--- config.mk ---
export PLATFORM = sky130hd
export DESIGN_NAME = dma_channel_transfer_path
export DESIGN_NICKNAME = d
export VERILOG_FILES = /design/src/common/dma_path_pkg.sv /design/src/logic/dma_channel_transfer_path.sv /design/src/logic/pointer_step.sv /design/src/logic/limit_check.sv
export SDC_FILE = /design/constraint.sdc
export NUM_CORES = 1
export LEC_CHECK = 0
export BUFFER_PORTS_ARGS = -buffer_cell sky130_fd_sc_hd__clkbuf_2
export CAP_MARGIN = 20
export CORE_MARGIN = 2
export CORE_UTILIZATION = 35
export DETAILED_ROUTE_END_ITERATION = 12
export GPL_TIMING_DRIVEN = 0
export PLACE_DENSITY = 0.64
export RECOVER_POWER = 50
export SKIP_LAST_GASP = 1
export SLEW_MARGIN = 20
export SYNTH_ARGS = -nofsm -noshare
export SYNTH_HDL_FRONTEND = slang
export SYNTH_SLANG_ARGS = --single-unit
--- constraint.sdc ---
create_clock -name clk_i -period 4.38 [get_ports clk_i]
set_input_delay 0.219 -clock clk_i [delete_from_list [all_inputs] [get_ports clk_i]]
set_output_delay 0.219 -clock clk_i [all_outputs]
set_load 0.1 [all_outputs]
--- src/common/dma_path_pkg.sv ---
// Purpose: shared constants for the channel transfer path
// Assumes: classic wishbone register port, 16-bit data bus master
// Notes: register byte offsets are word aligned
package dma_path_pkg;
   // ------------------------------------------------------------
   // register map
   // ------------------------------------------------------------
   localparam logic [4:0] OFS_CTRL = 5'h00;
   localparam logic [4:0] OFS_INT = 5'h04;
   localparam logic [4:0] OFS_SRC = 5'h08;
   localparam logic [4:0] OFS_DST = 5'h0C;
   localparam logic [4:0] OFS_CNT = 5'h10;
   localparam logic [4:0] OFS_HIGH = 5'h14;
   localparam logic [4:0] OFS_LOW = 5'h18;
   localparam logic [4:0] OFS_BUF = 5'h1C;
   // ------------------------------------------------------------
   // control fields
   // ------------------------------------------------------------
   localparam int CTRL_EN = 0;
   localparam int CTRL_SIZE = 1;
   localparam int CTRL_DMODE = 4;
   localparam int CTRL_SMODE = 6;
   localparam int CTRL_REQ = 8;
   localparam int CTRL_NULL_WRITE_MODE = 10;
   localparam logic [15:0] CTRL_MASK = 16'h05F3;
   // ------------------------------------------------------------
   // interrupt register fields
   // ------------------------------------------------------------
   localparam int INT_DONE = 5;
   localparam int INT_LOW = 6;
   localparam int INT_HIGH = 7;
   localparam int INT_SEL = 8;
   localparam int INT_PEND = 15;
   localparam logic [15:0] INT_SW_MASK = 16'h3FE0;
   // ------------------------------------------------------------
   // reset values and address space
   // ------------------------------------------------------------
   localparam logic [15:0] CNT_RESET = 16'h0001;
   localparam logic [15:0] HIGH_RESET = 16'hFFFF;
   localparam logic [15:0] LOW_RESET = 16'h0800;
   localparam logic [15:0] SPECIAL_END = 16'h07FF;
   localparam logic [15:0] SPECIAL_TOP = 16'h0800;
   // ------------------------------------------------------------
   // pointer modes
   // ------------------------------------------------------------
   typedef enum logic [1:0] {
      AM_HOLD = 2'h0,
      AM_INC = 2'h1,
      AM_DEC = 2'h2,
      AM_PIA = 2'h3
   } addr_mode_t;
endpackage : dma_path_pkg

--- src/logic/dma_channel_transfer_path.sv ---
// Purpose: one channel moving data source to destination via a buffer
// Assumes: data bus answers with mem_ack_i, inputs synchronous to clk_i
// Notes: no mode sequencing, reload or arbitration here
//
// The register offsets and the Wishbone slave port were chosen for this implementation.
`timescale 1ns/1ps
`default_nettype none
// How it works
// - read source to buffer, then write destination
// - after transfer decide done, raise done flag
// - source and destination step independently
// - size bit clear means word, set byte
// - byte lane picked by address bit 0
// - word steps from bit 1, byte bit 0
// - countdown drops one per transfer
// - six-bit select picks one of 64 triggers
// - select writable any time
// - trigger independent of pointers
// - software request starts a transfer
// - hardware trigger also sets software request
// - accesses stay in 16-bit data space
// - shared limits bound RAM above special area
// - above upper limit flags and ends transaction
// - below lower limit flags and ends transaction
// - pending set on load, clear on store
// - null write clears pending after source write
// - stopped mid-transfer keeps pending and buffer
// - mode field hold, inc, dec, indirect hold
// - null write adds dummy source write
module dma_channel_transfer_path #(
   parameter int TRIG_W = 64
) (
   input wire logic clk_i,
   input wire logic rst_i,
   input wire logic ce_i,
   // wishbone slave
   input wire logic wb_cyc_i,
   input wire logic wb_stb_i,
   input wire logic wb_we_i,
   input wire logic [4:0] wb_adr_i,
   input wire logic [3:0] wb_sel_i,
   input wire logic [31:0] wb_dat_i,
   output logic [31:0] wb_dat_o,
   output logic wb_ack_o,
   // hardware triggers
   input wire logic [TRIG_W-1:0] trig_i,
   // data bus master
   output logic mem_req_o,
   output logic mem_we_o,
   output logic [15:0] mem_addr_o,
   output logic [1:0] mem_be_o,
   output logic [15:0] mem_wdata_o,
   input wire logic [15:0] mem_rdata_i,
   input wire logic mem_ack_i,
   output logic busy_o
);
   import dma_path_pkg::*;

   typedef enum logic [1:0] {S_IDLE, S_READ, S_WRITE, S_NULL} state_t;

   function automatic logic [15:0] wmask(input logic [15:0] old,
                                         input logic [15:0] nw,
                                         input logic [1:0] be);
      wmask = {be[1] ? nw[15:8] : old[15:8], be[0] ? nw[7:0] : old[7:0]};
   endfunction : wmask

   function automatic logic [1:0] lanes(input logic byte_m,
                                        input logic a0);
      lanes = byte_m ? (a0 ? 2'b10 : 2'b01) : 2'b11;
   endfunction : lanes

   state_t state_r, state_nxt;
   logic [15:0] ctrl_r, src_r, dst_r, cnt_r, high_r, low_r, buf_r;
   logic [5:0] sel_r;
   logic done_r, lowf_r, highf_r, pend_r, trig_d_r;
   logic ack_r;
   logic [31:0] rd_r;
   logic req_r, we_r, busy_r;
   logic [15:0] addr_r, wdata_r;
   logic [1:0] be_r;

   // ------------------------------------------------------------
   // register port decode
   // ------------------------------------------------------------
   wire bus_hit = wb_cyc_i && wb_stb_i && !ack_r;
   wire wr = bus_hit && wb_we_i;
   wire [15:0] wd = wb_dat_i[15:0];
   wire [1:0] wbe = wb_sel_i[1:0];
   wire wr_ctrl = wr && (wb_adr_i == OFS_CTRL);
   wire wr_int = wr && (wb_adr_i == OFS_INT);
   wire wr_src = wr && (wb_adr_i == OFS_SRC);
   wire wr_dst = wr && (wb_adr_i == OFS_DST);
   wire wr_cnt = wr && (wb_adr_i == OFS_CNT);
   wire wr_high = wr && (wb_adr_i == OFS_HIGH);
   wire wr_low = wr && (wb_adr_i == OFS_LOW);
   wire [15:0] int_view = {pend_r, 1'b0, sel_r, highf_r, lowf_r, done_r,
                           5'h00};
   wire [15:0] rd_sel =
      (wb_adr_i == OFS_CTRL) ? ctrl_r :
      (wb_adr_i == OFS_INT) ? int_view :
      (wb_adr_i == OFS_SRC) ? src_r :
      (wb_adr_i == OFS_DST) ? dst_r :
      (wb_adr_i == OFS_CNT) ? cnt_r :
      (wb_adr_i == OFS_HIGH) ? high_r :
      (wb_adr_i == OFS_LOW) ? low_r :
      (wb_adr_i == OFS_BUF) ? buf_r : 16'h0000;

   // ------------------------------------------------------------
   // channel controls
   // ------------------------------------------------------------
   wire enabled = ctrl_r[CTRL_EN];
   wire byte_m = ctrl_r[CTRL_SIZE];
   wire null_write_mode = ctrl_r[CTRL_NULL_WRITE_MODE];
   wire [1:0] smode = ctrl_r[CTRL_SMODE +: 2];
   wire [1:0] dmode = ctrl_r[CTRL_DMODE +: 2];
   wire trig_sel = trig_i[sel_r];
   wire trig_rise = trig_sel && !trig_d_r;
   wire start = enabled && ctrl_r[CTRL_REQ] && (state_r == S_IDLE);

   // ------------------------------------------------------------
   // pointer stepping and limits
   // ------------------------------------------------------------
   logic [15:0] src_next, dst_next;
   logic src_above, src_below, dst_above, dst_below;
   pointer_step u_src_step (
      .ptr_i(src_r),
      .mode_i(smode),
      .byte_i(byte_m),
      .next_o(src_next)
   );
   pointer_step u_dst_step (
      .ptr_i(dst_r),
      .mode_i(dmode),
      .byte_i(byte_m),
      .next_o(dst_next)
   );
   limit_check u_src_lim (
      .addr_i(src_r),
      .high_i(high_r),
      .low_i(low_r),
      .above_o(src_above),
      .below_o(src_below)
   );
   limit_check u_dst_lim (
      .addr_i(dst_r),
      .high_i(high_r),
      .low_i(low_r),
      .above_o(dst_above),
      .below_o(dst_below)
   );

   // the check looks at the address of the access just finished
   wire access_done = req_r && mem_ack_i;
   wire in_read = state_r == S_READ;
   wire in_write = state_r == S_WRITE;
   wire in_null = state_r == S_NULL;
   wire cur_above = in_write ? dst_above : src_above;
   wire cur_below = in_write ? dst_below : src_below;
   wire viol = access_done && (cur_above || cur_below);
   wire xfer_end = access_done && ((in_write && !null_write_mode) || in_null);
   wire cnt_zero = cnt_r == 16'h0001;
   wire halt = !enabled;

   // lane-steered data for the access about to begin
   wire [15:0] src_addr = byte_m ? src_r : {src_r[15:1], 1'b0};
   wire [15:0] dst_addr = byte_m ? dst_r : {dst_r[15:1], 1'b0};
   wire [1:0] src_be = lanes(byte_m, src_r[0]);
   wire [1:0] dst_be = lanes(byte_m, dst_r[0]);
   wire [15:0] rd_lane = byte_m ? (src_r[0] ? {8'h00, mem_rdata_i[15:8]} :
                         {8'h00, mem_rdata_i[7:0]}) : mem_rdata_i;
   wire [15:0] wr_lane = byte_m ? {buf_r[7:0], buf_r[7:0]} : buf_r;

   // ------------------------------------------------------------
   // sequencer
   // ------------------------------------------------------------
   always_comb begin
      state_nxt = state_r;
      case (state_r)
         S_IDLE: begin
            if (start) begin
               state_nxt = S_READ;
            end
         end
         S_READ: begin
            if (access_done) begin
               state_nxt = viol ? S_IDLE : S_WRITE;
            end else if (halt) begin
               state_nxt = S_IDLE;
            end
         end
         S_WRITE: begin
            if (access_done) begin
               state_nxt = (viol || !null_write_mode) ? S_IDLE : S_NULL;
            end else if (halt) begin
               state_nxt = S_IDLE;
            end
         end
         S_NULL: begin
            if (access_done || halt) begin
               state_nxt = S_IDLE;
            end
         end
         default: begin
            state_nxt = S_IDLE;
         end
      endcase
   end

   // a bus access is launched one cycle after entering its state
   wire launch = !req_r && !halt && (in_read || in_write || in_null) &&
                 !access_done;

   always_ff @(posedge clk_i) begin
      if (rst_i) begin
         state_r <= S_IDLE;
      end else if (ce_i) begin
         state_r <= state_nxt;
      end
   end

   // ------------------------------------------------------------
   // data bus master
   // ------------------------------------------------------------
   always_ff @(posedge clk_i) begin
      if (rst_i) begin
         req_r <= 1'b0;
         we_r <= 1'b0;
         addr_r <= 16'h0000;
         be_r <= 2'b00;
         wdata_r <= 16'h0000;
      end else if (ce_i) begin
         if (access_done || halt) begin
            req_r <= 1'b0;
         end else if (launch) begin
            req_r <= 1'b1;
            we_r <= !in_read;
            // null write goes back to the source location
            addr_r <= in_write ? dst_addr : src_addr;
            be_r <= in_write ? dst_be : src_be;
            wdata_r <= wr_lane;
         end
      end
   end

   // ------------------------------------------------------------
   // channel registers
   // ------------------------------------------------------------
   always_ff @(posedge clk_i) begin
      if (rst_i) begin
         ctrl_r <= 16'h0000;
         sel_r <= 6'h00;
         src_r <= 16'h0000;
         dst_r <= 16'h0000;
         cnt_r <= CNT_RESET;
         high_r <= HIGH_RESET;
         low_r <= LOW_RESET;
         trig_d_r <= 1'b0;
      end else if (ce_i) begin
         trig_d_r <= trig_sel;
         if (wr_ctrl) begin
            ctrl_r <= wmask(ctrl_r, wd, wbe) & CTRL_MASK;
         end
         // trigger set wins over a software write of the same cycle
         if (enabled && trig_rise) begin
            ctrl_r[CTRL_REQ] <= 1'b1;
         end else if (xfer_end) begin
            ctrl_r[CTRL_REQ] <= 1'b0;
         end
         if (viol || (xfer_end && cnt_zero)) begin
            ctrl_r[CTRL_EN] <= 1'b0;
            ctrl_r[CTRL_REQ] <= 1'b0;
         end
         if (wr_int && wbe[1]) begin
            sel_r <= wd[INT_SEL +: 6];
         end
         if (xfer_end && !viol) begin
            src_r <= src_next;
            dst_r <= dst_next;
            cnt_r <= cnt_r - 16'h0001;
         end else begin
            if (wr_src) begin
               src_r <= wmask(src_r, wd, wbe);
            end
            if (wr_dst) begin
               dst_r <= wmask(dst_r, wd, wbe);
            end
            if (wr_cnt) begin
               cnt_r <= wmask(cnt_r, wd, wbe);
            end
         end
         if (wr_high) begin
            high_r <= wmask(high_r, wd, wbe);
         end
         if (wr_low) begin
            low_r <= wmask(low_r, wd, wbe);
         end
      end
   end

   // ------------------------------------------------------------
   // buffer and flags
   // ------------------------------------------------------------
   wire clr_flags = wr_int && wbe[0];
   wire pend_clr = access_done && ((in_write && !null_write_mode) || in_null);

   always_ff @(posedge clk_i) begin
      if (rst_i) begin
         buf_r <= 16'h0000;
         pend_r <= 1'b0;
         done_r <= 1'b0;
         lowf_r <= 1'b0;
         highf_r <= 1'b0;
      end else if (ce_i) begin
         if (access_done && in_read && !viol) begin
            buf_r <= rd_lane;
            pend_r <= 1'b1;
         end else if (pend_clr) begin
            pend_r <= 1'b0;
         end
         // hardware set beats software clear in the same cycle
         done_r <= (xfer_end && cnt_zero && !viol) ||
                   (done_r && !(clr_flags && !wd[INT_DONE]));
         lowf_r <= (viol && cur_below) ||
                   (lowf_r && !(clr_flags && !wd[INT_LOW]));
         highf_r <= (viol && cur_above) ||
                    (highf_r && !(clr_flags && !wd[INT_HIGH]));
      end
   end

   // ------------------------------------------------------------
   // wishbone answer, one cycle after the strobe
   // ------------------------------------------------------------
   always_ff @(posedge clk_i) begin
      if (rst_i) begin
         ack_r <= 1'b0;
         rd_r <= 32'h0000_0000;
         busy_r <= 1'b0;
      end else if (ce_i) begin
         ack_r <= bus_hit;
         rd_r <= {16'h0000, rd_sel};
         busy_r <= state_nxt != S_IDLE;
      end
   end

   assign wb_ack_o = ack_r;
   assign wb_dat_o = rd_r;
   assign mem_req_o = req_r;
   assign mem_we_o = we_r;
   assign mem_addr_o = addr_r;
   assign mem_be_o = be_r;
   assign mem_wdata_o = wdata_r;
   assign busy_o = busy_r;
endmodule : dma_channel_transfer_path
`default_nettype wire

--- src/logic/pointer_step.sv ---
// Purpose: next pointer value after one transfer
// Assumes: pure combinational
// Notes: word size keeps bit 0 clear
`timescale 1ns/1ps
`default_nettype none
module pointer_step (
   input wire logic [15:0] ptr_i,
   input wire logic [1:0] mode_i,
   input wire logic byte_i,
   output logic [15:0] next_o
);
   import dma_path_pkg::*;
   wire [15:0] step = byte_i ? 16'h0001 : 16'h0002;
   wire [15:0] base = byte_i ? ptr_i : {ptr_i[15:1], 1'b0};
   wire [15:0] inc = base + step;
   wire [15:0] dec = base - step;
   // hold and indirect both leave the pointer alone
   assign next_o = (mode_i == AM_INC) ? inc :
                   (mode_i == AM_DEC) ? dec : base;
endmodule : pointer_step
`default_nettype wire

--- src/logic/limit_check.sv ---
// Purpose: address limit comparator for one access
// Assumes: pure combinational
// Notes: special register area is never checked against the lower limit
`timescale 1ns/1ps
`default_nettype none
module limit_check (
   input wire logic [15:0] addr_i,
   input wire logic [15:0] high_i,
   input wire logic [15:0] low_i,
   output logic above_o,
   output logic below_o
);
   import dma_path_pkg::*;
   assign above_o = addr_i > high_i;
   assign below_o = (addr_i > SPECIAL_END) && (addr_i < low_i);
endmodule : limit_check
`default_nettype wire

Yosys cells after proc, flatten, opt, wreduce, memory -nomap -nowiden
Index checks and enable logic that the tools add are counted.
W data, S select, Z words.

storage, ports and cells
  flip-flop bits (word level) = 171
  output and inout bits = 70

cells by class
  add/subtract/negate cells = 5
  order comparisons = 7
  eq/ne operators = 15
  multiplexer cells = 55
  bitwise operators = 1
  reductions and logical operators = 95

operators with widths
  operator                 number
  $mux W16                 21
  $reduce_and A3 Y1        15
  $logic_and A1 B1 Y1      38
  $add A16 B2 Y16          2
  $gt A16 B11 Y1 const B   2
  $gt A16 B16 Y1           2
  $lt A16 B16 Y1           2
  $mux W8                  4
  $sub A16 B2 Y16          2
  $mux W2                  13
  $eq A5 B5 Y1 const B     4
  $reduce_bool A2 Y1       10
  $eq A16 B1 Y1 const B    1
  $sub A16 B1 Y16 const B  1
  $logic_not A1 Y1         14
  $mux W1                  14
  $eq A5 B4 Y1 const B     2
  $logic_or A1 B1 Y1       10
  $mux W9                  1
  $eq A2 B2 Y1 const B     4
  $pmux W2 S4              1
  $reduce_and A2 Y1        4
  $reduce_bool A4 Y1       2
  $lt A6 B7 Y1 const B     1
  other kinds (6)          8

Depth between registers and ports, before layout
  depth after elaboration = 10
  mapped depth = 13
  depth with buffers taken out = 12

Hierarchy
From an unflattened synthesis, not the netlist that was laid out.

second synthesis, totals
  cells, all modules = 1426
  area total of the unflattened synthesis = 11878.9 sq um

by module, submodules not included
  module                      instances  cells an instance  area an instance (sq um)  sequential area each (sq um)
  dma_channel_transfer_path   1          1030               8959.8                    3423.3
  limit_check                 2          114                804.5                     0.0
  pointer_step at u_src_step  1          85                 666.9                     0.0
  pointer_step at u_dst_step  1          83                 643.1                     0.0

Least setup slack after synthesis
No wires, ideal clock.

  path kind = register to register
  from = reg ctrl_r[1]
  to = reg src_r[15]
  library setup time = 0.128 ns
  arrival = 2.936 ns
  required time = 4.252 ns
  setup slack = 1.317 ns
  stages on the path, launching flop included = 12
  buffers on the path = 1
  period minus slack after synthesis = 3.063 ns
  cell sequence = dfxtp_1 > buf_2 > clkinv_1 > ha_1 > o21ai_0 > or4b_2 > nor4_1 > o22a_1 > a21oi_1 > mux2_2 > mux2i_1 > nor2_1

on the way
  word-level cells in the longest chain between the ends = 5
  elaborated cells on any way between the ends = 7
  those cells by class = add/sub: 2; mux: 5

ends and longest elaborated chain
  what                                RTL line                                source
  start: declaration                  dma_channel_transfer_path.sv:73         logic [15:0] ctrl_r, src_r, dst_r, cnt_r, high_r, low_r, buf_r;
  start signal: assignment            dma_channel_transfer_path.sv:261        ctrl_r <= wmask(ctrl_r, wd, wbe) & CTRL_MASK;
  $mux W1 or $mux W2 (tied branches)  pointer_step.sv:14, pointer_step.sv:13
  $sub A16 B2 Y16                     pointer_step.sv:16                      wire [15:0] dec = base - step;
  $mux W16                            pointer_step.sv:19                      (mode_i == AM_DEC) ? dec : base;
  $mux W16 (*)                        pointer_step.sv:18                      assign next_o = (mode_i == AM_INC) ? inc :
  $mux W16 (*)                        dma_channel_transfer_path.sv:276        if (xfer_end && !viol) begin
  end signal: assignment              dma_channel_transfer_path.sv:277        src_r <= src_next;
  end signal: assignment              dma_channel_transfer_path.sv:282        src_r <= wmask(src_r, wd, wbe);
  end: declaration                    dma_channel_transfer_path.sv:73

Every way passes the cells marked *; elsewhere a longest branch is shown, timed or not.
A chain may end at the register's enable or synchronous reset.

Final worst setup path
  from = reg high_r[14]
  to = reg src_r[14]

on the way
  word-level cells in the longest chain between the ends = 8
  elaborated cells on any way between the ends = 11
  those cells by class = order compare: 2; mux: 2; reduce/logical: 7

ends and longest elaborated chain
  what                                 RTL line                          source
  start: declaration                   dma_channel_transfer_path.sv:73
  start signal: assignment             dma_channel_transfer_path.sv:292  high_r <= wmask(high_r, wd, wbe);
  $gt A16 B16 Y1                       limit_check.sv:14                 assign above_o = addr_i > high_i;
  $mux W1 (*)                          dma_channel_transfer_path.sv:157  wire cur_above = in_write ? dst_above : src_above;
  $logic_or A1 B1 Y1 (*)               dma_channel_transfer_path.sv:159  wire viol = access_done && (cur_above || cur_below);
  $logic_and A1 B1 Y1 (*)              dma_channel_transfer_path.sv:159
  $logic_not A1 Y1 (*)                 dma_channel_transfer_path.sv:276
  $logic_and A1 B1 Y1 (*)              dma_channel_transfer_path.sv:276
  $reduce_bool A2 Y1 (no source line)  -
  $reduce_and A3 Y1 (no source line)   -

Marks and branches as above.

==> flow_summary.json <==
{
  "wirelength_mm": 54.1,
  "viasPerCell": 6.14,
  "outcome": "finished, violations left",
  "cts_made_buffers": 17,
  "ant_nets": 0,
  "max_clock_freq_ghz": 0.242,
  "ys_ff_latch": 171,
  "drv_slew": 10,
  "dpl_worst_slack_ns": 0.206,
  "final_common_cell": "nand2_1",
  "io_pins": 198,
  "synth_edf_count": 0,
  "cts_hold_buffers": 0,
  "ys_types": 72,
  "crit_chain": "inv_1 > ha_1 > nand4_1 > nor2_1 > a221o_1 > a211o_1 > a32o_1 > nor3_4 > buf_2 > buf_2 > o221ai_1 > nand3b_1 > a21oi_1",
  "yosysWarnings": 0,
  "seq_area_frac_synth_pct": 29.2,
  "clk_path_buf_depth": 2,
  "async_flop_share_pct": 0,
  "power.leakage_nw": 5.13,
  "cts_tree": "yes",
  "r2r.worst_path.cells": 13,
  "final.setup_skew_ns": 0.0155,
  "syn_area_sq_mm": 0.0117,
  "rows": 67,
  "grt_overflow": 0,
  "design.die.area_sq_mm": 0.0350,
  "clkTransAtPathRegs_ns": 0.08,
  "dpl.hpwl_mm": 42.0,
  "grt_pass1_vias": 12200,
  "fin_util_pct": 41.1,
  "drive_gt1_share_pct": 13.2,
  "start_util_pct": 35.2,
  "hold_viol": 0,
  "synthDominantCellAreaShare_pct": 29.2,
  "hold_path.class": "in -> reg",
  "min_to": "buf_r[1]$_SDFFE_PP0P_",
  "grt_start_max_net_pins": 18,
  "die_height_microns": 187,
  "crit_path_frequent_cell": "buf_2",
  "rsz0062_at_grt": "no",
  "nets": 1861,
  "r2r_start": "high_r[14]$_SDFFE_PP1P_",
  "die_w_microns": 187,
  "tns_ns": 0,
  "max-cap-violations": 1,
  "gp_congestion": 1.03,
  "synth_ff_type": "dfxtp_1",
  "grt_usage_pct": 30.4,
  "cp_max_fo": 10,
  "r2r-end": "src_r[14]$_SDFFE_PP0P_",
  "grt_pass1_wl_mm": 79.3,
  "diodes": 0,
  "htreeDepth": 4,
  "coreArea_sq_mm": 0.0333,
  "setup_viol": 0,
  "clock_tree.root_cell": "clkbuf_16",
  "p_per_area_mw_per_mm2": 263,
  "critPathTopFamily": "compound AO/OA/AOI/OAI gates",
  "critPathKind": "reg -> reg",
  "max_stage_delay_ns": 0.63,
  "min_period_ns": 4.14,
  "path_buf_inv": 3,
  "dr.first_iter.drc_count": 1629,
  "layout_common_cells": "nand2_1, dfxtp_1, nor2_1",
  "clock_latency_ns": 0.46,
  "synth_top_area_cell": "dfxtp_1",
  "dr_total_vias": 13000,
  "violations": "capacitance limit, slew limit",
  "antenna_found_initial": 3,
  "syn2layout_area_growth_pct": 16.7,
  "cts_sinks": 171,
  "hold_path_startpoint": "mem_rdata_i[1]",
  "max_slew_margin_pct": -5.79,
  "drt-pass1-iter-count": 8,
  "r2r_slack_ns": 0.24,
  "worstPathRequired_ns": 4.68,
  "avgRoutedWirePerCell_microns": 25.5,
  "ir_drop_mv": 0.331,
  "worstMarginPinSlew_ns": 1.57,
  "cp-end-kind": "flop",
  "period_share_pct": 94.4,
  "numPortBuffers": 160,
  "slowest_stage": "nor3_4",
  "fillerInstances": 3448,
  "hold-path-cell-count": 3,
  "drc_errors": 0,
  "setup_ws_ns": 0.244,
  "cp.arrival_ns": 4.44,
  "syn_area_per_cell_sq_um": 8.00,
  "worstSetupStartpointType": "flop",
  "syn_inst": 1466,
  "synth.area.top_cells": "dfxtp_1, ha_1, mux2i_1",
  "cts_setup_buffers": 0
}
[metal layers]
| layer | share of wire (%) | global-route usage, % |
|---|---|---|
| met1 | 41 | 40.5 |
| met2 | 42 | 45.7 |
| met3 | 11 | 7.13 |
| met4 | 5.6 | 15.7 |
| met5 | 0.089 | 0 |
[stage by stage]
step	hold WS, ns	cell area (sq um)	power, mW	instances
4_1_cts	0.00993	13800	3.58	2122
3_5_place_dp	0.451	13200	1.99	2090
5_1_grt	0.0138	13700	3.66	2122
3_3_place_gp	0.446	13100	1.99	2089
6_report	0.0155	13700	3.60	2122
2_1_floorplan	0.347	11800	1.84	1481
[logic make-up after synthesis]
| group | Yosys count | share of synthesized area [%] |
|---|---|---|
| multiplexers | 106 | 11.3 |
| AO/OA/AOI/OAI | 390 | 23.0 |
| flip-flops | 171 | 29.2 |
| XOR/XNOR | 18 | 1.34 |
| adder cells (fa/ha/maj) | 72 | 7.94 |
| buffers and inverters | 185 | 6.79 |
| other | 1 | 0.0320 |
| AND/OR/NAND/NOR | 523 | 20.4 |
[flip-flops by register name (all words and copies together), names as in the netlist, 6 cells and up]
register / count
low_r: 16
mem_wdata_o: 16
high_r: 16
mem_addr_o: 16
ctrl_r: 8
cnt_r: 16
dst_r: 16
sel_r: 6
wb_dat_o: 16
buf_r: 16
src_r: 16
[synth_stat cells, types with 19 or more instances]
library cell,instances
a211oi_1,29
a21oi_1,87
a221oi_1,23
a22oi_1,19
a311oi_1,24
buf_4,19
clkbuf_1,88
dfxtp_1,171
ha_1,68
inv_1,50
mux2i_1,78
mux4_2,20
nand2_1,184
nand2b_1,20
nand3_1,36
nor2_1,150
nor3_1,38
o211ai_1,28
o21ai_0,64
[repair_timing]
item / CTS / global route
endpoints found under the hold margin: 0 / 0
setup endpoints to repair: 0 / 2
gates resized for setup: 0 / 1
[worst register-to-register path, stage by stage, from the launching register on]
cell      delay [ns]
dfxtp_1         0.39
inv_1           0.13
ha_1            0.35
nand4_1         0.21
nor2_1          0.08
a221o_1         0.31
a211o_1         0.24
a32o_1          0.37
nor3_4          0.64
buf_2           0.42
buf_2           0.30
o221ai_1        0.30
nand3b_1        0.19
a21oi_1         0.07
[layout make-up]
type                       count  area (sq um)  area share, %
tap                          448           561           4.10
inverter                      52           195           1.43
timing repair buffer         161           739           5.41
buffer                       133           599           4.38
clock buffer                  19           453           3.31
sequential                   171          3420           25.0
clock inverter                13           149           1.09
multi-input combinational   1125          7560           55.3
[power breakdown]
part	total, mW	internal [mW]	switching (mW)
combinational	0.394	0.0963	0.297
clock	1.63	0.842	0.792
sequential	1.57	1.56	0.00950
[worst max-delay path by stage]
stage	startpoint	endpoint	cells after the start	slack, ns
2_1_floorplan	ctrl_r[1]$_SDFFE_PP0P_	src_r[15]$_SDFFE_PP0P_	11	1.32
3_3_place_gp	dst_r[9]$_SDFFE_PP0P_	src_r[14]$_SDFFE_PP0P_	12	0.21
3_5_place_dp	dst_r[9]$_SDFFE_PP0P_	src_r[13]$_SDFFE_PP0P_	12	0.21
4_1_cts	dst_r[9]$_SDFFE_PP0P_	src_r[14]$_SDFFE_PP0P_	12	0.18
5_1_grt	ctrl_r[1]$_SDFFE_PP0P_	src_r[15]$_SDFFE_PP0P_	12	0.06
6_report	high_r[14]$_SDFFE_PP1P_	src_r[14]$_SDFFE_PP0P_	13	0.24
No activity file was read; power rests on OpenSTA's default activity.
